$ cat config.mk
export PLATFORM = sky130hd
export DESIGN_NAME = dpbsc_clocking
export DESIGN_NICKNAME = d
export VERILOG_FILES = /design/src/dpbsc_pkg.sv /design/src/dpbsc_clocking.sv /design/src/dpbsc_mem.sv
export VERILOG_INCLUDE_DIRS = /design/src
export SDC_FILE = /design/constraint.sdc
export NUM_CORES = 2
export LEC_CHECK = 0
export ABC_AREA = 1
export BUFFER_PORTS_ARGS = -buffer_cell sky130_fd_sc_hd__buf_4
export CORE_MARGIN = 2
export CORE_UTILIZATION = 28
export DETAILED_ROUTE_END_ITERATION = 10
export PLACE_DENSITY = 0.51
export SETUP_SLACK_MARGIN = 0.1
export SYNTH_ARGS = -nofsm -noshare
export SYNTH_HDL_FRONTEND = slang
export SYNTH_SLANG_ARGS = --single-unit
$ cat constraint.sdc
create_clock -name I_CLOCK -period 4.6 [get_ports I_CLOCK]
set_input_delay 0 -clock I_CLOCK [delete_from_list [all_inputs] [get_ports I_CLOCK]]
set_output_delay 0 -clock I_CLOCK [all_outputs]
set_load 0.01 [all_outputs]
$ cat src/dpbsc_params.svh
`ifndef DPBSC_PARAMS_SVH
`define DPBSC_PARAMS_SVH

`define DPBSC_BURST_LEN         4
`define DPBSC_WORD_W            18
`define DPBSC_BYTES             2
`define DPBSC_ADDR_W            4
// read latency counted in output-clock half cycles after the capture
`define DPBSC_LAT_EDGES_PLL_ON  2'h3
`define DPBSC_LAT_EDGES_PLL_OFF 2'h2
// highest link clock the far end may use with the pll turned off
`define DPBSC_PLL_OFF_MAX_MHZ   167
`define DPBSC_DATA_RESET        'h0

`endif

$ cat src/dpbsc_pkg.sv
package dpbsc_pkg;

    typedef enum logic [1:0] {
        RD_IDLE,
        RD_BURST,
        RD_HOLD
    } dpbsc_rd_state_t;

endpackage

$ cat src/dpbsc_clocking.sv
`include "dpbsc_params.svh"

module dpbsc_clocking #(
    parameter int WORD_W = `DPBSC_WORD_W,
    parameter int BYTES  = `DPBSC_BYTES,
    parameter int ADDR_W = `DPBSC_ADDR_W
) (
    input  wire logic              I_CLOCK,
    input  wire logic              I_RESET,
    input  wire logic              I_ENABLE,
    input  wire logic              I_K,
    input  wire logic              I_K_N,
    input  wire logic              I_C,
    input  wire logic              I_C_N,
    input  wire logic              I_SINGLE_CLOCK,
    input  wire logic              I_PLL_DISABLE_N,
    input  wire logic              I_READ_PORT_SELECT_N,
    input  wire logic              I_WRITE_PORT_SELECT_N,
    input  wire logic [BYTES-1:0]  I_BYTE_WRITE_SELECT_N,
    input  wire logic [ADDR_W-1:0] I_ADDRESS,
    input  wire logic [WORD_W-1:0] I_DATA,
    output logic      [WORD_W-1:0] O_DATA,
    output logic                   O_DATA_OE,
    output logic                   O_ECHO_CLOCK,
    output logic                   O_ECHO_CLOCK_N
);

    localparam int LINE_W = `DPBSC_BURST_LEN * WORD_W;
    localparam int BE_W   = `DPBSC_BURST_LEN * BYTES;
    localparam int PIN_W  = 8 + BYTES + ADDR_W + WORD_W;

    function automatic logic rise(input logic cur, input logic prev);
        return cur & ~prev;
    endfunction

    function automatic logic [WORD_W-1:0] word_at(
        input logic [LINE_W-1:0] line,
        input logic [1:0]        idx
    );
        return line[idx*WORD_W +: WORD_W];
    endfunction

    // every pin except I_CLOCK, I_RESET and I_ENABLE, the link clocks included, is two-stage synchronised
    logic [PIN_W-1:0]  pin_meta;
    logic [PIN_W-1:0]  pin_sync;
    logic [3:0]        clk_prev;
    logic              s_k, s_kn, s_c, s_cn;
    logic              s_single, s_pll_n, s_rps_n, s_wps_n;
    logic [BYTES-1:0]  s_bws_n;
    logic [ADDR_W-1:0] s_addr;
    logic [WORD_W-1:0] s_data;

    // no reset here: a cleared history would fake a clock rise after it
    always_ff @(posedge I_CLOCK) begin
        if (I_ENABLE) begin
            pin_meta <= {I_K, I_K_N, I_C, I_C_N, I_SINGLE_CLOCK,
                         I_PLL_DISABLE_N, I_READ_PORT_SELECT_N,
                         I_WRITE_PORT_SELECT_N, I_BYTE_WRITE_SELECT_N,
                         I_ADDRESS, I_DATA};
            pin_sync <= pin_meta;
            clk_prev <= pin_sync[PIN_W-1 -: 4];
        end
    end

    assign {s_k, s_kn, s_c, s_cn, s_single, s_pll_n, s_rps_n, s_wps_n,
            s_bws_n, s_addr, s_data} = pin_sync;

    logic       k_rise, kn_rise, out_pos_rise, out_neg_rise;
    logic       out_edge, start_rd, start_wr;
    logic [1:0] lat_edges;

    assign k_rise       = rise(s_k, clk_prev[3]);
    assign kn_rise      = rise(s_kn, clk_prev[2]);
    assign out_pos_rise = s_single ? k_rise
                                   : rise(s_c, clk_prev[1]);
    assign out_neg_rise = s_single ? kn_rise
                                   : rise(s_cn, clk_prev[0]);
    assign out_edge     = out_pos_rise | out_neg_rise;
    assign lat_edges    = s_pll_n ? `DPBSC_LAT_EDGES_PLL_ON
                                  : `DPBSC_LAT_EDGES_PLL_OFF;

    // read wins a tie unless it started on the previous rise
    logic read_last, next_read_last;
    logic write_last, next_write_last;
    assign start_rd = k_rise & ~s_rps_n & ~read_last;
    assign start_wr = k_rise & ~s_wps_n & ~write_last & ~start_rd;

    // read side
    logic                       rd_fetch, next_rd_fetch;
    logic                       rd_pend, next_rd_pend;
    logic [1:0]                 rd_cnt, next_rd_cnt;
    logic [LINE_W-1:0]          rd_pend_line, next_rd_pend_line;
    logic [LINE_W-1:0]          rd_buf, next_rd_buf;
    logic [1:0]                 rd_beat, next_rd_beat;
    dpbsc_pkg::dpbsc_rd_state_t rd_state, next_rd_state;
    logic [WORD_W-1:0]          next_data;
    logic                       next_oe, next_echo, next_echo_n;
    logic [LINE_W-1:0]          mem_rdata;

    always_comb begin
        next_read_last    = read_last;
        next_rd_fetch     = start_rd;
        next_rd_pend      = rd_pend;
        next_rd_cnt       = rd_cnt;
        next_rd_pend_line = rd_pend_line;
        next_rd_buf       = rd_buf;
        next_rd_beat      = rd_beat;
        next_rd_state     = rd_state;
        next_data         = O_DATA;
        next_oe           = O_DATA_OE;
        next_echo         = s_single ? s_k : s_c;
        next_echo_n       = s_single ? s_kn : s_cn;
        if (k_rise) begin
            next_read_last = start_rd;
        end
        if (rd_fetch) begin
            next_rd_pend_line = mem_rdata;
        end
        if (out_edge) begin
            if (rd_pend && (rd_cnt + 2'h1 == lat_edges)) begin
                next_rd_buf   = rd_pend_line;
                next_data     = word_at(rd_pend_line, 2'h0);
                next_oe       = 1'b1;
                next_rd_state = dpbsc_pkg::RD_BURST;
                next_rd_beat  = 2'h1;
                next_rd_pend  = 1'b0;
            end else begin
                if (rd_pend) begin
                    next_rd_cnt = rd_cnt + 2'h1;
                end
                unique case (rd_state)
                    dpbsc_pkg::RD_IDLE: begin
                        next_oe = 1'b0;
                    end
                    dpbsc_pkg::RD_BURST: begin
                        next_data    = word_at(rd_buf, rd_beat);
                        next_rd_beat = rd_beat + 2'h1;
                        if (rd_beat == 2'h3) begin
                            next_rd_state = dpbsc_pkg::RD_HOLD;
                        end
                    end
                    dpbsc_pkg::RD_HOLD: begin
                        // outputs stay driven until a positive output rise
                        if (out_pos_rise) begin
                            next_oe       = 1'b0;
                            next_rd_state = dpbsc_pkg::RD_IDLE;
                        end
                    end
                endcase
            end
        end
        if (start_rd) begin
            next_rd_pend = 1'b1;
            next_rd_cnt  = 2'h0;
        end
    end

    always_ff @(posedge I_CLOCK) begin
        if (I_RESET) begin
            read_last      <= 1'b0;
            rd_fetch       <= 1'b0;
            rd_pend        <= 1'b0;
            rd_cnt         <= 2'h0;
            rd_pend_line   <= '0;
            rd_buf         <= '0;
            rd_beat        <= 2'h0;
            rd_state       <= dpbsc_pkg::RD_IDLE;
            O_DATA         <= WORD_W'(`DPBSC_DATA_RESET);
            O_DATA_OE      <= 1'b0;
            O_ECHO_CLOCK   <= 1'b0;
            O_ECHO_CLOCK_N <= 1'b0;
        end else if (I_ENABLE) begin
            read_last      <= next_read_last;
            rd_fetch       <= next_rd_fetch;
            rd_pend        <= next_rd_pend;
            rd_cnt         <= next_rd_cnt;
            rd_pend_line   <= next_rd_pend_line;
            rd_buf         <= next_rd_buf;
            rd_beat        <= next_rd_beat;
            rd_state       <= next_rd_state;
            O_DATA         <= next_data;
            O_DATA_OE      <= next_oe;
            O_ECHO_CLOCK   <= next_echo;
            O_ECHO_CLOCK_N <= next_echo_n;
        end
    end

    // write side: address waits one rise, then four words are gathered
    logic              wp_valid, next_wp_valid, wc_active, next_wc_active;
    logic [ADDR_W-1:0] wp_addr, next_wp_addr;
    logic [1:0]        wc_beat, next_wc_beat;
    logic [ADDR_W-1:0] wc_addr, next_wc_addr;
    logic [LINE_W-1:0] wc_line, next_wc_line;
    logic [BE_W-1:0]   wc_be, next_wc_be;
    logic              mem_wr, next_mem_wr;

    always_comb begin
        next_write_last = write_last;
        next_wp_valid   = wp_valid;
        next_wp_addr    = wp_addr;
        next_wc_active  = wc_active;
        next_wc_beat    = wc_beat;
        next_wc_addr    = wc_addr;
        next_wc_line    = wc_line;
        next_wc_be      = wc_be;
        next_mem_wr     = 1'b0;
        if (k_rise) begin
            next_write_last = start_wr;
            if (wc_active && wc_beat == 2'h2) begin
                next_wc_line[2*WORD_W +: WORD_W] = s_data;
                next_wc_be[2*BYTES +: BYTES]     = ~s_bws_n;
                next_wc_beat                     = 2'h3;
            end
            if (wp_valid) begin
                next_wc_addr                 = wp_addr;
                next_wc_line[0 +: WORD_W]    = s_data;
                next_wc_be                   = '0;
                next_wc_be[0 +: BYTES]       = ~s_bws_n;
                next_wc_active               = 1'b1;
                next_wc_beat                 = 2'h1;
                next_wp_valid                = 1'b0;
            end
        end
        if (kn_rise && wc_active && wc_beat[0]) begin
            next_wc_line[wc_beat*WORD_W +: WORD_W] = s_data;
            next_wc_be[wc_beat*BYTES +: BYTES]     = ~s_bws_n;
            next_wc_beat                           = wc_beat + 2'h1;
            if (wc_beat == 2'h3) begin
                next_wc_active = 1'b0;
                next_mem_wr    = 1'b1;
            end
        end
        if (start_wr) begin
            next_wp_valid = 1'b1;
            next_wp_addr  = s_addr;
        end
    end

    always_ff @(posedge I_CLOCK) begin
        if (I_RESET) begin
            write_last <= 1'b0;
            wp_valid   <= 1'b0;
            wp_addr    <= '0;
            wc_active  <= 1'b0;
            wc_beat    <= 2'h0;
            wc_addr    <= '0;
            wc_line    <= '0;
            wc_be      <= '0;
            mem_wr     <= 1'b0;
        end else if (I_ENABLE) begin
            write_last <= next_write_last;
            wp_valid   <= next_wp_valid;
            wp_addr    <= next_wp_addr;
            wc_active  <= next_wc_active;
            wc_beat    <= next_wc_beat;
            wc_addr    <= next_wc_addr;
            wc_line    <= next_wc_line;
            wc_be      <= next_wc_be;
            mem_wr     <= next_mem_wr;
        end
    end

    // read address goes straight from the shared bus to the array
    dpbsc_mem #(
        .WORD_W (WORD_W),
        .BYTES  (BYTES),
        .ADDR_W (ADDR_W)
    ) dpbsc_mem_i (
        .i_clock      (I_CLOCK),
        .i_reset      (I_RESET),
        .i_enable     (I_ENABLE),
        .i_wr_en      (mem_wr),
        .i_wr_addr    (wc_addr),
        .i_wr_data    (wc_line),
        .i_wr_byte_en (wc_be),
        .i_rd_en      (start_rd),
        .i_rd_addr    (s_addr),
        .o_rd_data    (mem_rdata)
    );

endmodule // dpbsc_clocking

$ cat src/dpbsc_mem.sv
`include "dpbsc_params.svh"

module dpbsc_mem #(
    parameter int WORD_W = `DPBSC_WORD_W,
    parameter int BYTES  = `DPBSC_BYTES,
    parameter int ADDR_W = `DPBSC_ADDR_W
) (
    input  wire logic                                i_clock,
    input  wire logic                                i_reset,
    input  wire logic                                i_enable,
    input  wire logic                                i_wr_en,
    input  wire logic [ADDR_W-1:0]                   i_wr_addr,
    input  wire logic [`DPBSC_BURST_LEN*WORD_W-1:0]  i_wr_data,
    input  wire logic [`DPBSC_BURST_LEN*BYTES-1:0]   i_wr_byte_en,
    input  wire logic                                i_rd_en,
    input  wire logic [ADDR_W-1:0]                   i_rd_addr,
    output logic      [`DPBSC_BURST_LEN*WORD_W-1:0]  o_rd_data
);

    localparam int LINE_W = `DPBSC_BURST_LEN * WORD_W;
    localparam int LANES  = `DPBSC_BURST_LEN * BYTES;
    localparam int LANE_W = WORD_W / BYTES;

    logic [LINE_W-1:0] store [2**ADDR_W];

    // a lane left unselected keeps its old contents
    always_ff @(posedge i_clock) begin
        if (i_enable && i_wr_en) begin
            for (int i = 0; i < LANES; i++) begin
                if (i_wr_byte_en[i]) begin
                    store[i_wr_addr][i*LANE_W +: LANE_W] <=
                        i_wr_data[i*LANE_W +: LANE_W];
                end
            end
        end
    end

    always_ff @(posedge i_clock) begin
        if (i_reset) begin
            o_rd_data <= '0;
        end else if (i_enable && i_rd_en) begin
            o_rd_data <= store[i_rd_addr];
        end
    end

endmodule // dpbsc_mem

Yosys cells after proc, flatten, opt, wreduce, memory -nomap -nowiden
Memory sizes are Yosys's and may differ from the RTL's. A register that Yosys moved wholly into a read port is not among the register bits. Index checks and enable logic that the tools add are counted.

Add/subtract/negate cells: 5. Multiply operators: 2. Divide/modulo/power cells: 0. $lt $le $gt $ge: 0. Eq/ne operators: 9. Shift-type cells: 5. Muxes and demuxes: 70. Bitwise operators: 20. Reduce and logical (&&, ||, !) cells: 29.

Operators with widths (number): 18-bit two-way mux (6); 72-bit bitwise mux (1); 18-bit by 34-bit variable shift with 72-bit output (first input constant) (1); 18-bit by 34-bit indexed part select with 72-bit output (1); 72-bit by 8-bit indexed part select with 18-bit output (1); 54-bit two-way mux (1); 1-bit two-way mux (42); 3-bit negation with 34-bit output (1); 7-bit negation with 34-bit output (1); 2-bit by 34-bit variable shift with 8-bit output (first input constant) (1); 2-bit by 34-bit indexed part select with 8-bit output (1); 2-bit two-way mux (14); 8-bit two-way mux (3); 3-bit AND reduction (5); 2-bit by 4-bit multiplier with 6-bit output (second input constant) (2); 2-bit nonzero test (6); 2-bit AND reduction (5); 1-bit AND (9); 1-bit NOT (9); 3-bit nonzero test (3); 8-bit bitwise mux (1); 2-bit == test (second input constant) (4); 4-bit AND reduction (2); 2-bit by 1-bit adder with 2-bit output (second input constant) (3); 11 further kinds (17).

Bits in registers: 336. Latch bits: 0. Memory bits (writable): 1152. Bits in read-only memories: 0. Input bits: 35. Output and inout port bits: 21. Logic and storage cells: 166. Memories: 1.

Memories: dpbsc_mem_i.store (depth 16, width 72, rd ports 1, clocked after memory_dff 1, wr ports 1, line dpbsc_mem.sv:24) `logic [LINE_W-1:0] store [2**ADDR_W];`.

Depth between registers and ports, before layout
Depth after elaboration: 8. Mapped depth: 15. Mapped depth without buffers: 11.

Modules after synthesis
From an unflattened synthesis, not the netlist that was laid out.

Cells, all modules: 6182. Area total of the unflattened synthesis: 63910.0 um^2.

Modules (own cells, without submodules): dpbsc_mem (times used 1, cells an instance 4329, area each 49571.3 um^2, sequential area each 36034.6 um^2); dpbsc_clocking (times used 1, cells an instance 1853, area each 14338.8 um^2, sequential area each 7407.1 um^2).

Worst setup path before layout
Ideal clock, no wire load.

Path kind: reg2reg. From: register wc_beat[0]. To: register wc_line[2]. Setup time: 122 ps. Data arrival time: 1968 ps. Required time: 4478 ps. Setup slack: 2510 ps. Cell stages (with the launch flop): 11. Path buffers: 4. Cells stage by stage: dfxtp_1 -> buf_4 -> inv_1 -> buf_4 -> ha_1 -> inv_1 -> clkbuf_1 -> buf_1 -> o221ai_1 -> nand3_1 -> a21oi_1.

Cells in the longest elaborated chain, start to end: 5. Elaborated cells between the ends (all ways): 7. Those cells by class: 1 x add/sub; 1 x mul; 2 x shift; 2 x mux; 1 x reduce/logical.

Ends and longest elaborated chain: start, declared (line dpbsc_clocking.sv:191) `logic [1:0] wc_beat, next_wc_beat;`; start signal, assigned (line dpbsc_clocking.sv:255) `wc_beat <= next_wc_beat;`; 2-bit by 4-bit multiplier with 6-bit output (line dpbsc_clocking.sv:225) `next_wc_line[wc_beat*WORD_W +: WORD_W] = s_data;`; 7-bit negation with 34-bit output (line dpbsc_clocking.sv:225); 18-bit by 34-bit indexed part select with 72-bit output / 18-bit by 34-bit variable shift with 72-bit output (equally long branches) (line dpbsc_clocking.sv:225); 72-bit bitwise mux (line dpbsc_clocking.sv:225); 54-bit two-way mux (*) (line dpbsc_clocking.sv:224) `if (kn_rise && wc_active && wc_beat[0]) begin`; end signal, assigned (line dpbsc_clocking.sv:257) `wc_line <= next_wc_line;`; end, declared (line dpbsc_clocking.sv:193) `logic [LINE_W-1:0] wc_line, next_wc_line;`.

Mark *: on every way between the ends. The rest lies on a longest branch, timed or not. A chain may end at the register's enable or synchronous reset.

Worst setup path in the final report
From: register wc_addr[0]. To: memory dpbsc_mem_i.store[1][30] (netlist bit) (enable).

RTL lines: start, declared (line dpbsc_clocking.sv:192) `logic [ADDR_W-1:0] wc_addr, next_wc_addr;`; start signal, assigned (line dpbsc_clocking.sv:256) `wc_addr <= next_wc_addr;`; end, declared (line dpbsc_mem.sv:24).

No word-level cell before the write port.

==> flow_summary_export.csv <==
group,metric,value,unit
sta,setup_violations,0,
die,placement_rows,175,
min_path,class_of_the_worst_hold_path,"input pin to flip-flop",
worst_setup_path,cp.required,5.02,ns
yosys,syn_area,64000,um^2
sta,final.setup.worst_slack,1.60,ns
drt,drt_pass1_iterations,6,
pwr,total_power,30.0,mW
worst_setup_path,max_stage_delay_cell_worst_path,"sky130_fd_sc_hd__nor2_1",
clocking,cts-root-to-sink-buffers,3,
sta,finalCriticalPeriod,3.00,ns
min_path,worst_hold_startpoint,"I_ENABLE",
run_status,outcome,"complete, no violations",
clocking,path_clk_slew,0.06,ns
worst_setup_path,most_common_cell_type_on_the_critical_path,"sky130_fd_sc_hd__nor2_1",
clocking,cts-buffers-inserted,167,
worst_setup_path,critPathArrivalTime,3.42,ns
sta,grt_setup_unrepaired,"false",
grt,grt_first_pass_wirelength,269000,um
yosys,ys_async_sr_fraction,0,
drt,detailroute.via_count,42904,
final_layout,postLayoutCoreUtil,0.323,
sta,fin_worst_hold_slack,0.178,ns
sta,hold_violations,0,
place,place_area,67300,um^2
die,ios,56,
pwr,total_leakage_power,26.6,nW
worst_setup_path,critical_path.endpoint_type,"flip-flop",
yosys,postSynthRegisterBits,1560,
worst_setup_path,criticalPathCategory,"flip-flop to flip-flop",
clocking,worst_skew_pair.late_latency,0.82,ns
place,placedCellCount,8641,
worst_setup_path,r2r-start,"wc_addr[0]",
grt,gr-total-overflow,0,
sta,min_period_over_period,0.652,
yosys,ys_types,43,
worst_setup_path,path_buf_inv,1,
place,detailed_place_hpwl,115000,um
grt,grt_antenna_before_repair,8,
place,dp_slack,1.65,ns
grt,maximum_number_of_pins_on_one_net_before_global_route_repair,145,
yosys,yosys_warnings,0,
final_layout,area_delta_synth_final,14.7,%
grt,grt_pass1_vias,40630,
pwr,worst_ir_drop_vdd,0.000339,V
yosys,ys_dominant_reg_cell,"sky130_fd_sc_hd__edfxtp_1",
final_layout,final_cell_mix,"sky130_fd_sc_hd__edfxtp_1, sky130_fd_sc_hd__inv_1, sky130_fd_sc_hd__nand3_1, sky130_fd_sc_hd__nand2_1, sky130_fd_sc_hd__o21ai_0",
worst_setup_path,cpPeakStageDelay,1.11,ns
job,max_cap_viol_count,0,
drt,drt-total-wl,180000,um
drt,drt_drc_violations_left,0,
grt,grt_usage,0.152,
die,dieArea,233000,um^2
yosys,synth_nets,5897,
pwr,power_per_cell_area,409,nW/um^2
worst_setup_path,crit_family,"simple AND/OR/NAND/NOR gates",
final_layout,final_cell_count_without_fillers,9021,
clocking,cts-resized-gates,0,
yosys,synth_enable_flop_cells,1220,
yosys,postSynthAreaPerCell,10.9,um^2
sta,report.final.slew_viol_count,0,
clocking,cts.sink_count,1560,
die,die-width,482,um
final_layout,mostFrequentLayoutCell,"sky130_fd_sc_hd__edfxtp_1",
clocking,ctsHtreeMaxLevel,4,
clocking,setup_repair_bufs_after_cts,0,
die,fp.coreArea,227000,um^2
clocking,cts.root.buffer_cell,"sky130_fd_sc_hd__clkbuf_16",
worst_setup_path,startpoint,"wc_addr[0]",
drt,route.detailed.vias_per_inst,4.76,
sta,slew_headroom,0.179,
final_layout,fin_area,73500,um^2
final_layout,drive_above_1_share,0.0754,
sta,totalNegativeSetupSlack,0,ns
sta,final_clock_skew,0.0262,ns
worst_setup_path,critical_path.cell_chain,"inv_1 -> nor2_1 -> nand2_1 -> nor2_1",
die,floorplan.initialDensity,0.282,
sta,achievable-frequency,333,MHz
drt,postRouteAntennaNets,0,
die,die_h,482,um
clocking,cts_tree,"built",
final_layout,final_net_count,5908,
worst_setup_path,crit_fanout,9,
drt,route.detailed.wl_per_inst,19.9,um
drt,drt_iter0_markers,3951,
yosys,share_of_synthesized_area_occupied_by_flip_flops_and_latches,0.678,
place,buffer_ports.inserted,55,
sta,worst_slew_pin_slew,1.23,ns
place,place_congestion,0.895,
worst_setup_path,setup.worst_path.start_class,"flip-flop",
yosys,synthesized_instance_count,5856,
==> path summary, 6_finish.rpt <==
path                                   end  slack, ns  depth (start not counted)
setup / recovery  dpbsc_mem_i.store[1][30]       1.60                          4
hold / removal                pin_sync[26]       0.18                          2
setup reg to reg  dpbsc_mem_i.store[1][30]       1.60                          4
hold reg to reg               pin_sync[24]       0.42                          0
==> worst register-to-register path, cell delays in order (launching register included) <==
cell                      delay (ns)
sky130_fd_sc_hd__dfxtp_1        0.39
sky130_fd_sc_hd__inv_1          0.08
sky130_fd_sc_hd__nor2_1         0.21
sky130_fd_sc_hd__nand2_1        0.78
sky130_fd_sc_hd__nor2_1         1.13
==> timing repair <==
item | 4_1_cts | 5_1_grt
setup endpoints to repair | 0 | 0
hold buffers | 66 | 0
endpoints found under the hold margin | 245 | 0
==> registers in the layout (all words and copies together), names as in the netlist, 2 cells and up <==
signal / count
O_DATA: 18
clk_prev: 4
dpbsc_mem_i.o_rd_data: 72
dpbsc_mem_i.store: 1152
pin_meta: 32
pin_sync: 32
rd_beat: 2
rd_buf: 72
rd_cnt: 2
rd_pend_line: 72
rd_state: 2
wc_addr: 4
wc_be: 8
wc_beat: 2
wc_line: 72
wp_addr: 4
==> where the power goes <==
group | switching, mW | leakage (nW) | internal (mW)
combinational | 0.941 | 10.5 | 0.426
clock | 5.65 | 2.68 | 7.79
sequential | 0.107 | 13.4 | 15.1
total | 6.70 | 26.6 | 23.3
==> layer usage <==
| layer | vias to the layer above | track usage | routed length (um) |
|---|---|---|---|
| li1 | 20533 | - | - |
| met1 | 20956 | 0.220 | 84600 |
| met2 | 1180 | 0.236 | 80500 |
| met3 | 231 | 0.0252 | 10700 |
| met4 | 4 | 0.0406 | 3760 |
| met5 | - | 0 | 30 |
==> cells in the mapped netlist, types with 2 or more instances <==
cell	number	area, um^2
sky130_fd_sc_hd__inv_1	769	2890
sky130_fd_sc_hd__nand3_1	662	3310
sky130_fd_sc_hd__clkbuf_1	150	563
sky130_fd_sc_hd__a21oi_1	493	2470
sky130_fd_sc_hd__buf_1	47	176
sky130_fd_sc_hd__nor3_1	8	40.0
sky130_fd_sc_hd__a22oi_1	7	52.6
sky130_fd_sc_hd__clkinv_1	2	7.51
sky130_fd_sc_hd__a22o_1	3	26.3
sky130_fd_sc_hd__ha_1	6	75.1
sky130_fd_sc_hd__buf_2	134	671
sky130_fd_sc_hd__nor2_2	6	37.5
sky130_fd_sc_hd__buf_6	47	529
sky130_fd_sc_hd__o22ai_1	6	37.5
sky130_fd_sc_hd__or2_2	5	31.3
sky130_fd_sc_hd__o31ai_1	5	37.5
sky130_fd_sc_hd__buf_4	14	105
sky130_fd_sc_hd__o211ai_1	379	2850
sky130_fd_sc_hd__a31oi_1	5	31.3
sky130_fd_sc_hd__a211oi_1	3	22.5
sky130_fd_sc_hd__edfxtp_1	1220	36600
sky130_fd_sc_hd__nand2_1	652	2450
sky130_fd_sc_hd__o221ai_1	2	17.5
sky130_fd_sc_hd__o21bai_1	3	22.5
sky130_fd_sc_hd__o21ai_0	512	2560
sky130_fd_sc_hd__inv_2	12	45.0
sky130_fd_sc_hd__dfxtp_1	340	6810
sky130_fd_sc_hd__nor2_4	4	45.0
sky130_fd_sc_hd__o21ai_1	36	180
sky130_fd_sc_hd__nor2_1	304	1140
sky130_fd_sc_hd__nand4_1	8	50.1
==> layout make-up <==
type                       count  area, um^2
antenna                        5        12.5
clock buffer                 227        4610
clock inverter                82         870
fill                       22811      154000
inverter                     783        2950
multi-input combinational   3121       15600
sequential                  1560       43400
tap                         3009        3760
timing repair buffer         234        2160
==> cells by family after synthesis <==
logic type | Yosys count | synth area share
AO/OA/AOI/OAI | 1460 | 0.131
adder cells (fa/ha/maj) | 6 | 0.00117
buffers and inverters | 1175 | 0.0778
flip-flops | 1560 | 0.678
AND/OR/NAND/NOR | 1655 | 0.112
No activity file was read; power rests on OpenSTA's default activity.
